--- config.mk ---
export PLATFORM = sky130hd
export DESIGN_NAME = sbi_top
export DESIGN_NICKNAME = d
export VERILOG_FILES = /design/src/hw/sbi_pkg.sv /design/src/hw/sbi_cmd_dec.sv /design/src/hw/sbi_top.sv
export SDC_FILE = /design/constraint.sdc
export NUM_CORES = 1
export LEC_CHECK = 0
export ABC_CLOCK_PERIOD_IN_PS = 2300
export BUFFER_PORTS_ARGS = -buffer_cell sky130_fd_sc_hd__buf_2
export CORE_MARGIN = 3
export CORE_UTILIZATION = 54
export DETAILED_ROUTE_END_ITERATION = 8
export PLACE_DENSITY = 0.84
export SLEW_MARGIN = 40
export SYNTH_ARGS = -nofsm -noshare
export SYNTH_HDL_FRONTEND = slang
export SYNTH_SLANG_ARGS = --single-unit
--- constraint.sdc ---
create_clock -name ref_clk_i -period 2.3 [get_ports ref_clk_i]
set_input_delay 0.23 -clock ref_clk_i [delete_from_list [all_inputs] [get_ports ref_clk_i]]
set_output_delay 0.23 -clock ref_clk_i [all_outputs]
set_load 0.02 [all_outputs]
--- src/hw/sbi_pkg.sv ---
// sbi_pkg: constants for the sensor bus start-up sequencer and command decoder
// assumes a 100 MHz block clock; no other package is referenced
package sbi_pkg;
   // clock rate and start-up delays
   localparam int unsigned CLK_HZ           = 100_000_000;
   localparam int unsigned BUS_INIT_US      = 1000;  // bus-ready delay, plain default
   localparam int unsigned DSP_INIT_US      = 5000;  // signal-processing ready, default
   localparam int unsigned BUS_INIT_CYC     = BUS_INIT_US * (CLK_HZ / 1_000_000);
   localparam int unsigned DSP_INIT_CYC     = DSP_INIT_US * (CLK_HZ / 1_000_000);
   localparam int unsigned MIRROR_WORDS     = 16;    // fuse words copied to mirror
   // command codes
   localparam logic [3:0] CMD_INIT   = 4'h0;
   localparam logic [3:0] CMD_STATUS = 4'h1;
   localparam logic [3:0] CMD_ACCEL  = 4'h2;
   localparam logic [3:0] CMD_ID     = 4'h4;
   localparam logic [3:0] CMD_CLEAR  = 4'h7;
   localparam logic [3:0] CMD_NVM    = 4'h9;
   localparam logic [3:0] CMD_FMT    = 4'hA;
   localparam logic [3:0] CMD_REGRD  = 4'hB;
   localparam logic [3:0] CMD_ST_OFF = 4'hC;
   localparam logic [3:0] CMD_ST_ON  = 4'hD;
   // data byte field positions
   localparam int unsigned PGM_EN_BIT  = 7;
   localparam int unsigned BUS_SW_BIT  = 6;
   localparam int unsigned BANK_MSB    = 5;
   localparam int unsigned BANK_LSB    = 4;
   localparam int unsigned NIB_HI_MSB  = 7;
   localparam int unsigned NIB_HI_LSB  = 4;
   localparam int unsigned NIB_LO_MSB  = 3;
   localparam int unsigned NIB_LO_LSB  = 0;
   localparam int unsigned FMT_RW_BIT  = 7;
   localparam int unsigned FMT_FA_MSB  = 6;
   localparam int unsigned FMT_FA_LSB  = 4;
   // dispatch kinds handed to the response side
   typedef enum logic [3:0] {
      SBI_OP_NONE, SBI_OP_INIT, SBI_OP_STATUS, SBI_OP_ACCEL, SBI_OP_ID,
      SBI_OP_CLEAR, SBI_OP_NVM, SBI_OP_FMT, SBI_OP_REGRD, SBI_OP_ST_OFF,
      SBI_OP_ST_ON
   } sbi_op_type;
endpackage : sbi_pkg

--- src/hw/sbi_cmd_dec.sv ---
// sbi_cmd_dec: pure decode of a command code and message format
// assumes the frame flags are stable while msg_valid_i is high
`timescale 1ns/10ps
`default_nettype none
module sbi_cmd_dec (
   input  wire logic [3:0]        code_i,
   input  wire logic              long_i,
   input  wire logic              enhanced_i,
   output sbi_pkg::sbi_op_type    op_o
);
   // format gate per code; anything unlisted decodes to no operation
   always_comb begin
      op_o = sbi_pkg::SBI_OP_NONE;
      case (code_i)
         sbi_pkg::CMD_INIT:   if (long_i && !enhanced_i) op_o = sbi_pkg::SBI_OP_INIT;
         sbi_pkg::CMD_STATUS: op_o = sbi_pkg::SBI_OP_STATUS;
         sbi_pkg::CMD_ACCEL:  op_o = sbi_pkg::SBI_OP_ACCEL;
         sbi_pkg::CMD_ID:     op_o = sbi_pkg::SBI_OP_ID;
         sbi_pkg::CMD_CLEAR:  op_o = sbi_pkg::SBI_OP_CLEAR;
         sbi_pkg::CMD_NVM:    if (long_i) op_o = sbi_pkg::SBI_OP_NVM;
         sbi_pkg::CMD_FMT:    if (long_i) op_o = sbi_pkg::SBI_OP_FMT;
         sbi_pkg::CMD_REGRD:  if (long_i) op_o = sbi_pkg::SBI_OP_REGRD;
         sbi_pkg::CMD_ST_OFF: op_o = sbi_pkg::SBI_OP_ST_OFF;
         sbi_pkg::CMD_ST_ON:  op_o = sbi_pkg::SBI_OP_ST_ON;
         default:             op_o = sbi_pkg::SBI_OP_NONE;
      endcase
   end
endmodule : sbi_cmd_dec
`default_nettype wire

--- src/hw/sbi_top.sv ---
// sbi_top: start-up sequencer and command decoder of the sensor bus slave
// assumes the link layer delivers one checked message per msg_valid_i pulse
// Overview of operation
// - start-up runs after power-up, under-voltage reset, or a Clear command.
// - first copy fuses to mirror; no answers; start-up flag 1, self-test 0.
// - after bus-ready delay, accept bus messages; start-up flag still set.
// - before signal path ready, short accel read gives zero, long is invalid.
// - after signal-path delay, data valid, start-up flag 0, normal answers.
// - on Clear restart, start-up flag reads 1 at once; silent until bus-ready delay ends.
// - commands in an unlisted format are silently ignored.
// - CRC failure or reserved or unimplemented code gives no answer.
// - answer goes in the next transfer, at most one answer per command; Clear gets none.
// - code 0 initialization, standard long only; enable, switch, bank, address.
// - codes 1, 2, 4 accepted in all four formats, no data.
// - code 7 Clear accepted in all formats, restarts start-up.
// - code 9 nvm access, long only; write address high, data low nibble.
// - code A format control, long only; r/w, field address, field data.
// - code B register read, long only; upper nibble zero, address low.
// - code C stops self-test, code D starts it, all formats.
// - codes 3, 5, 6, 8, E, F unimplemented; no answer.
// - before a valid initialization, no other command is recognized.
// - once initialized, further initialization commands are ignored.
`timescale 1ns/10ps
`default_nettype none
module sbi_top #(
   parameter int unsigned BUS_INIT_CYCLES = sbi_pkg::BUS_INIT_CYC,
   parameter int unsigned DSP_INIT_CYCLES = sbi_pkg::DSP_INIT_CYC,
   parameter int unsigned MIRROR_WORDS    = sbi_pkg::MIRROR_WORDS
) (
   input  wire logic              ref_clk_i,
   input  wire logic              srst_i,
   input  wire logic              uv_reset_i,
   // fuse array read port
   output logic [3:0]             fuse_addr_o,
   output logic                   fuse_rd_o,
   input  wire logic [7:0]        fuse_data_i,
   // received message from link layer
   input  wire logic              msg_valid_i,
   input  wire logic              msg_crc_ok_i,
   input  wire logic              msg_long_i,
   input  wire logic              msg_enhanced_i,
   input  wire logic [3:0]        msg_cmd_i,
   input  wire logic [7:0]        msg_data_i,
   input  wire logic              xfer_start_i,
   // status flags and mirror write port
   output logic                   startup_flag_o,
   output logic                   selftest_active_flag_o,
   output logic                   bus_ready_o,
   output logic                   accel_valid_o,
   output logic                   initialized_o,
   output logic                   mirror_we_o,
   output logic [3:0]             mirror_addr_o,
   output logic [7:0]             mirror_data_o,
   // decoded command and fields, held until replaced; strobe high for one cycle
   output logic                   cmd_stb_o,
   output logic [3:0]             cmd_op_o,
   output logic                   otp_program_enable_o,
   output logic                   bus_switch_close_o,
   output logic [1:0]             bank_select_o,
   output logic [3:0]             assigned_address_o,
   output logic [3:0]             nvm_write_address_o,
   output logic [3:0]             nvm_write_data_o,
   output logic                   format_write_o,
   output logic [2:0]             format_field_address_o,
   output logic [3:0]             format_field_data_o,
   output logic [3:0]             register_read_address_o,
   // answer request for the following transfer
   output logic                   resp_req_o,
   output logic [3:0]             resp_op_o,
   output logic                   resp_accel_zero_o
);
   initial begin
      if (BUS_INIT_CYCLES < 1 || DSP_INIT_CYCLES <= BUS_INIT_CYCLES)
         $error("sbi_top: delays must satisfy 1 <= bus < dsp");
      if (MIRROR_WORDS < 1 || MIRROR_WORDS > 16)
         $error("sbi_top: mirror words must be 1..16");
   end

   typedef enum logic [1:0] {
      SBI_ST_LOAD, SBI_ST_WAIT_BUS, SBI_ST_WAIT_DSP, SBI_ST_RUN
   } sbi_state_type;

   sbi_state_type       state_r;
   logic [31:0]         tick_r;
   logic [3:0]          fuse_idx_r;
   logic                fuse_pend_r;
   logic                startup_r;
   logic                selftest_r;
   logic                inited_r;
   logic                restart;
   logic                accepted;
   logic                pend_r;
   logic [3:0]          pend_op_r;
   logic                pend_zero_r;
   sbi_pkg::sbi_op_type dec_op;
   sbi_pkg::sbi_op_type op;

   // final count of fuse words as an index
   function automatic logic [3:0] last_idx(input int unsigned n);
      last_idx = 4'(n - 1);
   endfunction : last_idx

   // code and format decode
   sbi_cmd_dec u_dec (
      .code_i     (msg_cmd_i),
      .long_i     (msg_long_i),
      .enhanced_i (msg_enhanced_i),
      .op_o       (dec_op)
   );

   // gate decode by checks and start-up state; bad CRC is simply dropped
   always_comb begin
      op = sbi_pkg::SBI_OP_NONE;
      if (msg_valid_i && msg_crc_ok_i && bus_ready_o) begin
         if (!inited_r) begin
            if (dec_op == sbi_pkg::SBI_OP_INIT)
               op = dec_op;
         end else if (dec_op != sbi_pkg::SBI_OP_INIT) begin
            op = dec_op;
         end
      end
   end

   assign accepted = (op != sbi_pkg::SBI_OP_NONE);
   // clear restarts next edge; power-up and under-voltage come via resets
   assign restart  = uv_reset_i || (op == sbi_pkg::SBI_OP_CLEAR);

   // start-up sequencer
   always_ff @(posedge ref_clk_i) begin
      if (srst_i || restart) begin
         state_r <= SBI_ST_LOAD;
      end else begin
         case (state_r)
            SBI_ST_LOAD:
               if (fuse_pend_r && fuse_idx_r == last_idx(MIRROR_WORDS))
                  state_r <= SBI_ST_WAIT_BUS;
            SBI_ST_WAIT_BUS:
               if (tick_r >= BUS_INIT_CYCLES - 1)
                  state_r <= SBI_ST_WAIT_DSP;
            SBI_ST_WAIT_DSP:
               if (tick_r >= DSP_INIT_CYCLES - 1)
                  state_r <= SBI_ST_RUN;
            SBI_ST_RUN:
               state_r <= SBI_ST_RUN;
            default:
               state_r <= SBI_ST_LOAD;
         endcase
      end
   end

   // time since start of initialization; holds its value once running
   always_ff @(posedge ref_clk_i) begin
      if (srst_i || restart)
         tick_r <= 32'h0000_0000;
      else if (state_r != SBI_ST_RUN)
         tick_r <= tick_r + 32'h0000_0001;
   end

   // fuse walk: one read strobe per word, data arrives a cycle later
   always_ff @(posedge ref_clk_i) begin
      if (srst_i || restart) begin
         fuse_idx_r  <= 4'h0;
         fuse_pend_r <= 1'b0;
      end else if (state_r == SBI_ST_LOAD) begin
         fuse_pend_r <= 1'b1;
         if (fuse_pend_r)
            fuse_idx_r <= fuse_idx_r + 4'h1;
      end else begin
         fuse_pend_r <= 1'b0;
      end
   end

   always_comb begin
      fuse_rd_o   = (state_r == SBI_ST_LOAD) && !srst_i;
      fuse_addr_o = fuse_pend_r ? fuse_idx_r + 4'h1 : fuse_idx_r;
   end

   // mirror write port, registered
   always_ff @(posedge ref_clk_i) begin
      if (srst_i) begin
         mirror_we_o   <= 1'b0;
         mirror_addr_o <= 4'h0;
         mirror_data_o <= 8'h00;
      end else begin
         mirror_we_o   <= fuse_pend_r && state_r == SBI_ST_LOAD;
         mirror_addr_o <= fuse_idx_r;
         mirror_data_o <= fuse_data_i;
      end
   end

   // start-up flag set at once on any restart, cleared when signal path ready
   always_ff @(posedge ref_clk_i) begin
      if (srst_i || restart)
         startup_r <= 1'b1;
      else if (state_r == SBI_ST_WAIT_DSP && tick_r >= DSP_INIT_CYCLES - 1)
         startup_r <= 1'b0;
   end

   // self-test flag forced off during start-up, else driven by C/D codes
   always_ff @(posedge ref_clk_i) begin
      if (srst_i || restart || state_r != SBI_ST_RUN)
         selftest_r <= 1'b0;
      else if (op == sbi_pkg::SBI_OP_ST_ON)
         selftest_r <= 1'b1;
      else if (op == sbi_pkg::SBI_OP_ST_OFF)
         selftest_r <= 1'b0;
   end

   // initialized after the first accepted init; cleared by any restart
   always_ff @(posedge ref_clk_i) begin
      if (srst_i || restart)
         inited_r <= 1'b0;
      else if (op == sbi_pkg::SBI_OP_INIT)
         inited_r <= 1'b1;
   end

   // field capture per command layout
   always_ff @(posedge ref_clk_i) begin
      if (srst_i) begin
         otp_program_enable_o    <= 1'b0;
         bus_switch_close_o      <= 1'b0;
         bank_select_o           <= 2'h0;
         assigned_address_o      <= 4'h0;
         nvm_write_address_o     <= 4'h0;
         nvm_write_data_o        <= 4'h0;
         format_write_o          <= 1'b0;
         format_field_address_o  <= 3'h0;
         format_field_data_o     <= 4'h0;
         register_read_address_o <= 4'h0;
      end else begin
         case (op)
            sbi_pkg::SBI_OP_INIT: begin
               otp_program_enable_o <= msg_data_i[sbi_pkg::PGM_EN_BIT];
               bus_switch_close_o   <= msg_data_i[sbi_pkg::BUS_SW_BIT];
               bank_select_o        <=
                  msg_data_i[sbi_pkg::BANK_MSB:sbi_pkg::BANK_LSB];
               assigned_address_o   <=
                  msg_data_i[sbi_pkg::NIB_LO_MSB:sbi_pkg::NIB_LO_LSB];
            end
            sbi_pkg::SBI_OP_NVM: begin
               nvm_write_address_o <=
                  msg_data_i[sbi_pkg::NIB_HI_MSB:sbi_pkg::NIB_HI_LSB];
               nvm_write_data_o    <=
                  msg_data_i[sbi_pkg::NIB_LO_MSB:sbi_pkg::NIB_LO_LSB];
            end
            sbi_pkg::SBI_OP_FMT: begin
               format_write_o         <= msg_data_i[sbi_pkg::FMT_RW_BIT];
               format_field_address_o <=
                  msg_data_i[sbi_pkg::FMT_FA_MSB:sbi_pkg::FMT_FA_LSB];
               format_field_data_o    <=
                  msg_data_i[sbi_pkg::NIB_LO_MSB:sbi_pkg::NIB_LO_LSB];
            end
            sbi_pkg::SBI_OP_REGRD:
               register_read_address_o <=
                  msg_data_i[sbi_pkg::NIB_LO_MSB:sbi_pkg::NIB_LO_LSB];
            default: ;
         endcase
      end
   end

   // command strobe and op, one cycle after the message
   always_ff @(posedge ref_clk_i) begin
      if (srst_i) begin
         cmd_stb_o <= 1'b0;
         cmd_op_o  <= 4'h0;
      end else begin
         cmd_stb_o <= accepted;
         if (accepted)
            cmd_op_o <= op;
      end
   end

   // one pending answer, released at the next transfer start only;
   // clear gives no answer since the logic restarts
   always_ff @(posedge ref_clk_i) begin
      if (srst_i || restart) begin
         pend_r      <= 1'b0;
         pend_op_r   <= 4'h0;
         pend_zero_r <= 1'b0;
      end else if (accepted) begin
         pend_r      <= 1'b1;
         pend_op_r   <= op;
         pend_zero_r <= (op == sbi_pkg::SBI_OP_ACCEL) && !msg_long_i
                        && state_r != SBI_ST_RUN;
      end else if (xfer_start_i) begin
         pend_r <= 1'b0;
      end
   end

   // answer request pulses once at the following transfer
   always_ff @(posedge ref_clk_i) begin
      if (srst_i) begin
         resp_req_o        <= 1'b0;
         resp_op_o         <= 4'h0;
         resp_accel_zero_o <= 1'b0;
      end else begin
         resp_req_o <= pend_r && xfer_start_i && !accepted;
         if (pend_r && xfer_start_i) begin
            resp_op_o         <= pend_op_r;
            resp_accel_zero_o <= pend_zero_r;
         end
      end
   end

   // status outputs from flops
   always_comb begin
      startup_flag_o         = startup_r;
      selftest_active_flag_o = selftest_r;
      bus_ready_o   = state_r == SBI_ST_WAIT_DSP || state_r == SBI_ST_RUN;
      accel_valid_o = state_r == SBI_ST_RUN;
      initialized_o = inited_r;
   end
endmodule : sbi_top
`default_nettype wire

Word-level counts from Yosys, hierarchy flattened
Cells that the tools add are included.

storage, ports and cells
  memories = 0
  memory bits (writable) = 0
  flip-flop bits (word level) = 100
  word-level logic and storage cells = 103
  input port bits = 28
  ROM bits = 0
  latch bits = 0

operators by class
  divide/modulo/power cells = 0
  equal/unequal tests = 27
  muxes and demuxes = 19
  shift-type cells = 0
  magnitude comparators = 2
  add/subtract/negate cells = 2
  reductions and logical operators = 25
  bitwise logic cells = 0
  $mul = 0

operators by type and width
  kind                   count
  $pmux 4 s10            1
  $eq 4x4->1 const B     9
  $add 32x1->32 const B  1
  $ge 32x17->1 const B   1
  $ge 32x19->1 const B   1
  $mux 4                 6
  $eq 4x3->1 const B     5
  $eq 4x1->1 const B     3
  $logic_and 1x1->1      11
  $eq 4x2->1 const B     2
  $ne 2x2->1 const B     4
  $pmux 2 s4             1
  $mux 1                 6
  $mux 2                 3
  $mux 3                 2
  $add 4x1->4 const B    1
  $eq 2x2->1 const B     2
  $logic_not 1->1        4
  $logic_not 4->1        1
  $logic_or 1x1->1       4
  $ne 4x1->1 const B     1
  $reduce_bool 2->1      2
  $reduce_bool 4->1      1
  $reduce_and 3->1       1
  other kinds (2)        2

Logic depth before layout (Yosys ltp)
Gate-level depths: netlist of the first run.

  depth after elaboration = 12
  gate-level depth with buffers = 10
  gate-level depth less buffers = 7

Cells and area by module
From an unflattened synthesis of the first run, not the netlist that was laid out.

unflattened totals
  cells, all modules = 491
  area, all modules = 4251.6 um^2

by module, submodules not included
  module       seq. area each (um^2)  area each (um^2)  cells an instance  times used
  sbi_top      2001.9                 4126.5            472                1
  sbi_cmd_dec  0.0                    125.1             19                 1

Least setup slack after synthesis of the first run
OpenSTA, ideal clock, no wires.

  path type = flip-flop to flip-flop
  from = register inited_r, in the netlist initialized_o
  to = register register_read_address_o[0]
  arrival time = 1.729 ns
  buffers on the path = 0
  setup time = 0.128 ns
  data required time = 2.172 ns
  stages on the path, launching flop included = 7
  path slack = 0.443 ns
  path through = dfxtp_1 inv_1 nor2_1 nand3_1 a311oi_4 mux2i_1 nor2_1

between the ends
  word-level cells in the longest chain between the ends = 3

ends and longest elaborated chain
  element                 RTL line        RTL
  start, declared         sbi_top.sv:89   logic inited_r;
  start signal, assigned  sbi_top.sv:212  inited_r <= 1'b0;
  start signal, assigned  sbi_top.sv:214  inited_r <= 1'b1;
  $mux 4                  sbi_top.sv:115  if (!inited_r) begin
  $mux 4                  sbi_top.sv:114  if (msg_valid_i && msg_crc_ok_i && bus_ready_o) begin
  $eq 4x4->1              sbi_top.sv:231  case (op)
  end signal, assigned    sbi_top.sv:254  register_read_address_o <=
  end, declared           sbi_top.sv:66   output logic [3:0] register_read_address_o,

No other way between the ends.
A chain may end at the register's enable or synchronous reset.

Worst setup path after layout of the first run
  from = register state_r[1]
  to = register format_field_address_o[2]

between the ends
  word-level cells in the longest chain between the ends = 5
  elaborated cells on any way between the ends = 6

ends and longest elaborated chain
  element                 RTL line        RTL
  start, declared         sbi_top.sv:83   sbi_state_type state_r;
  start signal, assigned  sbi_top.sv:131  state_r <= SBI_ST_LOAD;
  start signal, assigned  sbi_top.sv:136  state_r <= SBI_ST_WAIT_BUS;
  start signal, assigned  sbi_top.sv:139  state_r <= SBI_ST_WAIT_DSP;
  $eq 2x2->1              sbi_top.sv:309  bus_ready_o = state_r == SBI_ST_WAIT_DSP || state_r == SBI_ST_RUN;
  $logic_or 1x1->1 *      sbi_top.sv:309
  $logic_and 1x1->1 *     sbi_top.sv:114
  $mux 4 *                sbi_top.sv:114
  $eq 4x3->1 *            sbi_top.sv:231
  end signal, assigned    sbi_top.sv:248  format_field_address_o <=
  end, declared           sbi_top.sv:64   output logic [2:0] format_field_address_o,

Mark *: on every way between the ends. The rest lies on a longest branch, timed or not.

==> results of run 1 <==
[registers in the layout, indices dropped and copies added, names as in the netlist, 2 cells and up]
| register | flops |
|---|---|
| state_r | 2 |
| pend_op_r | 4 |
| cmd_op_o | 4 |
| register_read_address_o | 4 |
| resp_op_o | 4 |
| fuse_idx_r | 4 |
| nvm_write_address_o | 4 |
| mirror_data_o | 8 |
| assigned_address_o | 4 |
| tick_r | 32 |
| format_field_address_o | 3 |
| format_field_data_o | 4 |
| bank_select_o | 2 |
| mirror_addr_o | 4 |
| nvm_write_data_o | 4 |
[worst max-delay path, stage by stage (launching register included)]
cell	delay, ps
dfxtp_1	430
nand3_2	220
or2_1	320
o22ai_4	290
nand4_2	390
mux2i_1	280
nor2_1	60
[logic make-up after synthesis]
logic type               Yosys count  share of synthesized area
buffers and inverters             25                     0.0360
AND/OR/NAND/NOR                  223                      0.263
multiplexers                      30                     0.0708
AO/OA/AOI/OAI                     46                     0.0789
XOR/XNOR                          38                     0.0778
flip-flops                       100                      0.468
adder cells (fa/ha/maj)            2                    0.00585
[what timing repair did]
| action | in CTS | in global routing |
|---|---|---|
| gates resized for setup | 0 | 1 |
| endpoints found under the setup margin | 0 | 7 |
| hold endpoints to repair | 0 | 0 |
[worst max path at each step]
stage,slack (ps),cells after the start,end,startpoint
2_1_floorplan,440,6,register_read_address_o[0],initialized_o
5_1_grt,30,6,format_field_address_o[2],state_r[1]
4_1_cts,160,6,register_read_address_o[1],state_r[1]
3_3_place_gp,290,7,pend_zero_r,msg_cmd_i[2]
3_5_place_dp,190,6,register_read_address_o[3],state_r[1]
6_report,200,6,format_field_address_o[2],state_r[1]
[layer usage]
layer / vias to the layer above / routed length, um / track usage
met1: 1692 / 4260 / 0.284
met4: 0 / 114 / 0.0757
met3: 13 / 598 / 0.0316
met2: 114 / 4490 / 0.344
met5: - / 0 / 0
li1: 1767 / - / -
[placed cells by master, fill, tap and decap left out, drive strengths merged, types with 2 or more instances in the layout]
cell,netlist,routed
dfxtp,100,100
buf,12,95
nor2,85,85
nand2,32,32
mux2i,28,28
nand3,24,24
a21oi,23,23
xnor2,22,22
xor2,16,16
nor2b,16,16
nand4,14,14
nor3,12,12
and3,9,9
clkbuf,8,9
inv,5,8
and2,6,6
nor3b,5,5
nand3b,5,5
a31oi,5,5
a21o,4,4
o21ai,4,4
or2,4,4
and4,3,3
clkinv,0,3
mux2,2,2
nand2b,2,2
nor4,2,2
ha,2,2
o22ai,2,2
a311oi,2,2
[metrics by stage]
| step | cell area (um^2) | setup slack, ps |
|---|---|---|
| final | 4960 | 198 |
| after global routing | 4960 | 27.2 |
| after CTS | 4960 | 163 |
| after detailed placement | 4760 | 195 |
| after global placement | 4760 | 290 |
| after floorplan | 4280 | 443 |
[where the power goes]
| part | switching, uW | internal [uW] | leakage (uW) | total, uW |
|---|---|---|---|---|
| clock | 653 | 421 | 0.0000951 | 1070 |
| combinational | 101 | 57.5 | 0.00117 | 159 |
| sequential | 6.54 | 1740 | 0.000808 | 1750 |
[layout make-up]
type                       count  area, um^2  area share
clock inverter                 7        70.1      0.0141
clock buffer                   9         124      0.0250
inverter                       5        18.8     0.00379
sequential                   100        2000       0.404
tap                           99         124      0.0250
multi-input combinational    339        2130       0.429
timing repair buffer          95         490      0.0989
==> results.json, run 1 <==
{
  "wl_per_cell_um": 14.5,
  "firstDrtPassIters": 5,
  "synth_nets": 494,
  "cts_root_buf": "clkbuf_8",
  "timing.slew.headroom": 0.703,
  "via_per_inst": 5.48,
  "path_max_fanout": 10,
  "cts_buffers": 9,
  "gp_congestion": 0.849,
  "cts_tree": "done",
  "ant_nets": 0,
  "setup_tns_ps": 0,
  "nNetsFinal": 580,
  "p_total_uw": 2980,
  "insertion_delay_ps": 360,
  "worstReg2RegEnd": "format_field_address_o[2]",
  "start_util": 0.572,
  "min-delay-path-class": "input port to flip-flop",
  "slew_viol_final": 0,
  "htreeDepth": 3,
  "ff2ff_setup_slack_ps": 200,
  "worstSetupPathType": "flip-flop to flip-flop",
  "yosysMostFrequentCell": "dfxtp_1",
  "ys_seq_area_frac": 0.468,
  "synth_top_area_share": 0.468,
  "r2r-start": "state_r[1]",
  "setup_viol": 0,
  "critPathCaptureType": "flip-flop",
  "hold_end": "mirror_data_o[2]",
  "synth_top_area_cell": "dfxtp_1",
  "avgSynthCellArea_um2": 9.22,
  "die_area_um2": 9030,
  "start_kind": "flip-flop",
  "rsz0062_at_grt": "no",
  "rows": 31,
  "ctsHoldBuffers": 0,
  "hold_violations": 0,
  "ir_drop_uv": 251,
  "antenna_found_initial": 0,
  "synth_cell_types": 55,
  "holdPathStages": 2,
  "drc_errors": 0,
  "worstPathArrival_ps": 2350,
  "ys_warn_count": 0,
  "worstMarginPinSlew_ps": 445,
  "num_vias": 3586,
  "synth_edf_count": 0,
  "diodes": 0,
  "path_clk_slew_ps": 100,
  "finalCritPeriodShare": 0.914,
  "dp_hpwl_um": 6960,
  "drt_wl_total_um": 9460,
  "required_ps": 2550,
  "utilization": 0.662,
  "skew_ps": 10.6,
  "drtIter0Drc": 198,
  "p_leak_uw": 0.00207,
  "holdCritStartpoint": "fuse_data_i[2]",
  "layout_min_cycle_time_ps": 2100,
  "drive_gt1_frac": 0.240,
  "die_y_um": 95.0,
  "synthTopCellsByCount": "dfxtp_1 (100), nor2_1 (85), nand2_1 (31), mux2i_1 (28)",
  "syn_to_final_growth_pct": 15.9,
  "reg2reg_depth": 6,
  "overflow": 0,
  "core_area_um2": 7490,
  "grt_pass1_wl_um": 15200,
  "ys_top_cells_by_area": "dfxtp_1 (47%), nor2_1 (7.5%), mux2i_1 (6.5%), xnor2_1 (4.5%), xor2_1 (3.3%)",
  "syn_area_um2": 4280,
  "cts_sinks": 100,
  "status": "completed",
  "clockBufferDepth": 2,
  "post_cts_buffers": 0,
  "pwr_density_cell_nw_per_um2": 601,
  "fillers": 570,
  "grt_pass1_vias": 3276,
  "max-cap-violations": 0,
  "finalNonFillerCells": 654,
  "holdWs_ps": 80.6,
  "grt_max_degree": 35,
  "dp_cells": 638,
  "synth-seq-cells": 100,
  "io_buffers": 89,
  "die_x_um": 95.0,
  "synth_ff_type": "dfxtp_1",
  "fmax_mhz": 476,
  "synthCells": 464,
  "io_pins": 90,
  "grt.total_usage": 0.211,
  "async_flop_share": 0
}
Note: power is estimated with default switching activity, not from simulation.
==> inputs of run 2 (changes only) <==
--- a/config.mk
+++ b/config.mk
@@ -14,4 +14,5 @@
 export SLEW_MARGIN = 40
 export SYNTH_ARGS = -nofsm -noshare
 export SYNTH_HDL_FRONTEND = slang
+export SYNTH_HIERARCHICAL = 1
 export SYNTH_SLANG_ARGS = --single-unit
==> results.json, run 2 <==
{
  "status": "completed",
  "layout_min_cycle_time_ps": 2000,
  "worstPathArrival_ps": 2250,
  "synth_top_area_cell": "dfxtp_1",
  "cpMaxStageDelayCell": "or4_4",
  "rsz0062_at_grt": "no",
  "drt_wl_total_um": 10100,
  "via_per_inst": 5.57,
  "num_vias": 3863,
  "holdPathStages": 2,
  "pwr_density_cell_nw_per_um2": 582,
  "required_ps": 2550,
  "yosysMostFrequentCell": "dfxtp_1",
  "synth_nets": 521,
  "met2_usage": 0.381,
  "cts_tree": "done",
  "crit_cells": 6,
  "die_x_um": 94.7,
  "max-cap-violations": 0,
  "min-delay-path-class": "input port to flip-flop",
  "critPathCaptureType": "flip-flop",
  "cts_resized": 0,
  "hold_violations": 0,
  "clockBufferDepth": 2,
  "gp_congestion": 0.882,
  "grt_max_degree": 31,
  "top_regs": "tick_r x32, mirror_data_o x8",
  "holdWs_ps": 77.6,
  "die_y_um": 94.7,
  "synth_edf_count": 0,
  "drc_errors": 0,
  "synth_cell_types": 47,
  "ctsHoldBuffers": 0,
  "skew_ps": 8.30,
  "layout_common_cells": "dfxtp_1 (100), buf_2 (89), nor2_1 (64)",
  "core_area_um2": 7450,
  "synthTopCellsByCount": "dfxtp_1 (100), nor2_1 (64), nand2_1 (51), a21oi_1 (35), nand3_1 (26)",
  "path_buf_inv": 1,
  "ff2ff_setup_slack_ps": 300,
  "place_ws_ps": -25.4,
  "fmax_mhz": 499,
  "setup_viol": 0,
  "syn_area_um2": 4250,
  "async_flop_share": 0,
  "die_area_um2": 8970,
  "cts_sinks": 100,
  "timing.slew.headroom": 0.618,
  "drtIter0Drc": 204,
  "start_util": 0.571,
  "ys_seq_area_frac": 0.471,
  "dp_hpwl_um": 7360,
  "top_usage_layer": "met2",
  "grt_use_met1": 0.283,
  "grt_pass1_vias": 3592,
  "overflow": 0,
  "largest_register_ff_count": 32,
  "rows": 31,
  "insertion_delay_ps": 360,
  "use_met3": 0.0518,
  "ir_drop_uv": 354,
  "io_pins": 90,
  "avgSynthCellArea_um2": 8.66,
  "p_leak_uw": 0.00200,
  "start_kind": "flip-flop",
  "post_cts_buffers": 0,
  "synth-seq-cells": 100,
  "slowest_delay_ps": 560,
  "wl_per_cell_um": 14.5,
  "drive_gt1_frac": 0.227,
  "path_clk_slew_ps": 100,
  "firstDrtPassIters": 4,
  "path_max_fanout": 8,
  "cts_buffers": 9,
  "synth_ff_type": "dfxtp_1",
  "worstSetupPathType": "flip-flop to flip-flop",
  "htreeDepth": 3,
  "ys_top_cells_by_area": "dfxtp_1 (47%), nor2_1 (5.7%), xnor2_1 (4.9%), nand2_1 (4.5%), a21oi_1 (4.1%)",
  "top_register": "tick_r",
  "diodes": 0,
  "grt.total_usage": 0.227,
  "ys_warn_count": 6,
  "cts_root_buf": "clkbuf_8",
  "reg2reg_depth": 6,
  "synth_top_area_share": 0.471,
  "finalCritPeriodShare": 0.871,
  "slew_viol_final": 0,
  "nNetsFinal": 620,
  "p_total_uw": 2950,
  "final_common_cell": "dfxtp_1",
  "setup_ws_ps": 297,
  "antenna_found_initial": 0,
  "grt_pass1_wl_um": 16300,
  "worstMarginPinSlew_ps": 559,
  "synthCells": 491,
  "crit_chain": "or4_4 > a21o_4 > nor4b_4 > buf_4 > mux2i_1 > nor2_1",
  "syn_to_final_growth_pct": 19.0,
  "io_buffers": 89,
  "crit_family": "simple AND/OR/NAND/NOR gates",
  "ant_nets": 0
}
-- run 2: cell count changes after synthesis, moves of 5 or more --
cell / delta
nand2_1: +20
a21oi_1: +13
nor2_1: -21
mux2i_1: -12
nand3b_1: -5
clkbuf_1: +6
nor4_1: +10
nor3_1: +9
o21ai_0: +17
xor2_1: -7
and3_1: -8
-- run 2: final cells by class --
type	count	area, um^2
multi-input cells	362	2110
repair buffers	112	631
well taps	99	124
inverters	5	18.8
fillers	606	2390
flip-flops and latches	100	2000
clock inverters	6	47.5
clock buffers	10	128
-- run 2: cells by family (layout without fill, tap and decap cells) --
family,after synthesis,after routing,share of synthesized area
flops,100,100,0.471
mux,18,18,0.0430
buf+inv,29,133,0.0344
fa+ha+maj,2,2,0.00588
compound gates,71,71,0.0948
simple gates,238,238,0.283
xor+xnor,33,33,0.0680
-- run 2: metal layers --
metal	vias up	routed length, um
li1	1907	-
met1	1784	4370
met2	148	4760
met3	24	686
met4	0	244
met5	-	0
-- run 2: where the power goes --
group / leakage [uW] / internal (uW) / switching, uW
Sequential: 0.000808 / 1740 / 6.43
Clock: 0.0000872 / 404 / 612
Combinational: 0.00110 / 69.3 / 112
Total: 0.00200 / 2220 / 731
-- run 2: final timing paths --
path,start,to
setup / recovery,initialized_o,format_field_data_o[1]
setup reg to reg,initialized_o,format_field_data_o[1]
hold / removal,fuse_data_i[5],mirror_data_o[5]
hold reg to reg,resp_op_o[1],resp_op_o[1]
-- run 2: metrics by stage --
stage          TNS, ps   util  cell area, um^2  cells
6_report             0  0.680             5060    694
2_1_floorplan        0      -             4250    491
3_3_place_gp         0  0.656             4890    678
3_5_place_dp     -62.3  0.656             4890    678
4_1_cts              0  0.680             5060    694
5_1_grt              0  0.680             5060    694
-- run 2: worst register-to-register path, cell delays in order (launching register included) --
cell and delay [ps]:
dfxtp_1 380, or4_4 560, a21o_4 230, nor4b_4 200, buf_4 220, mux2i_1 230
nor2_1 60
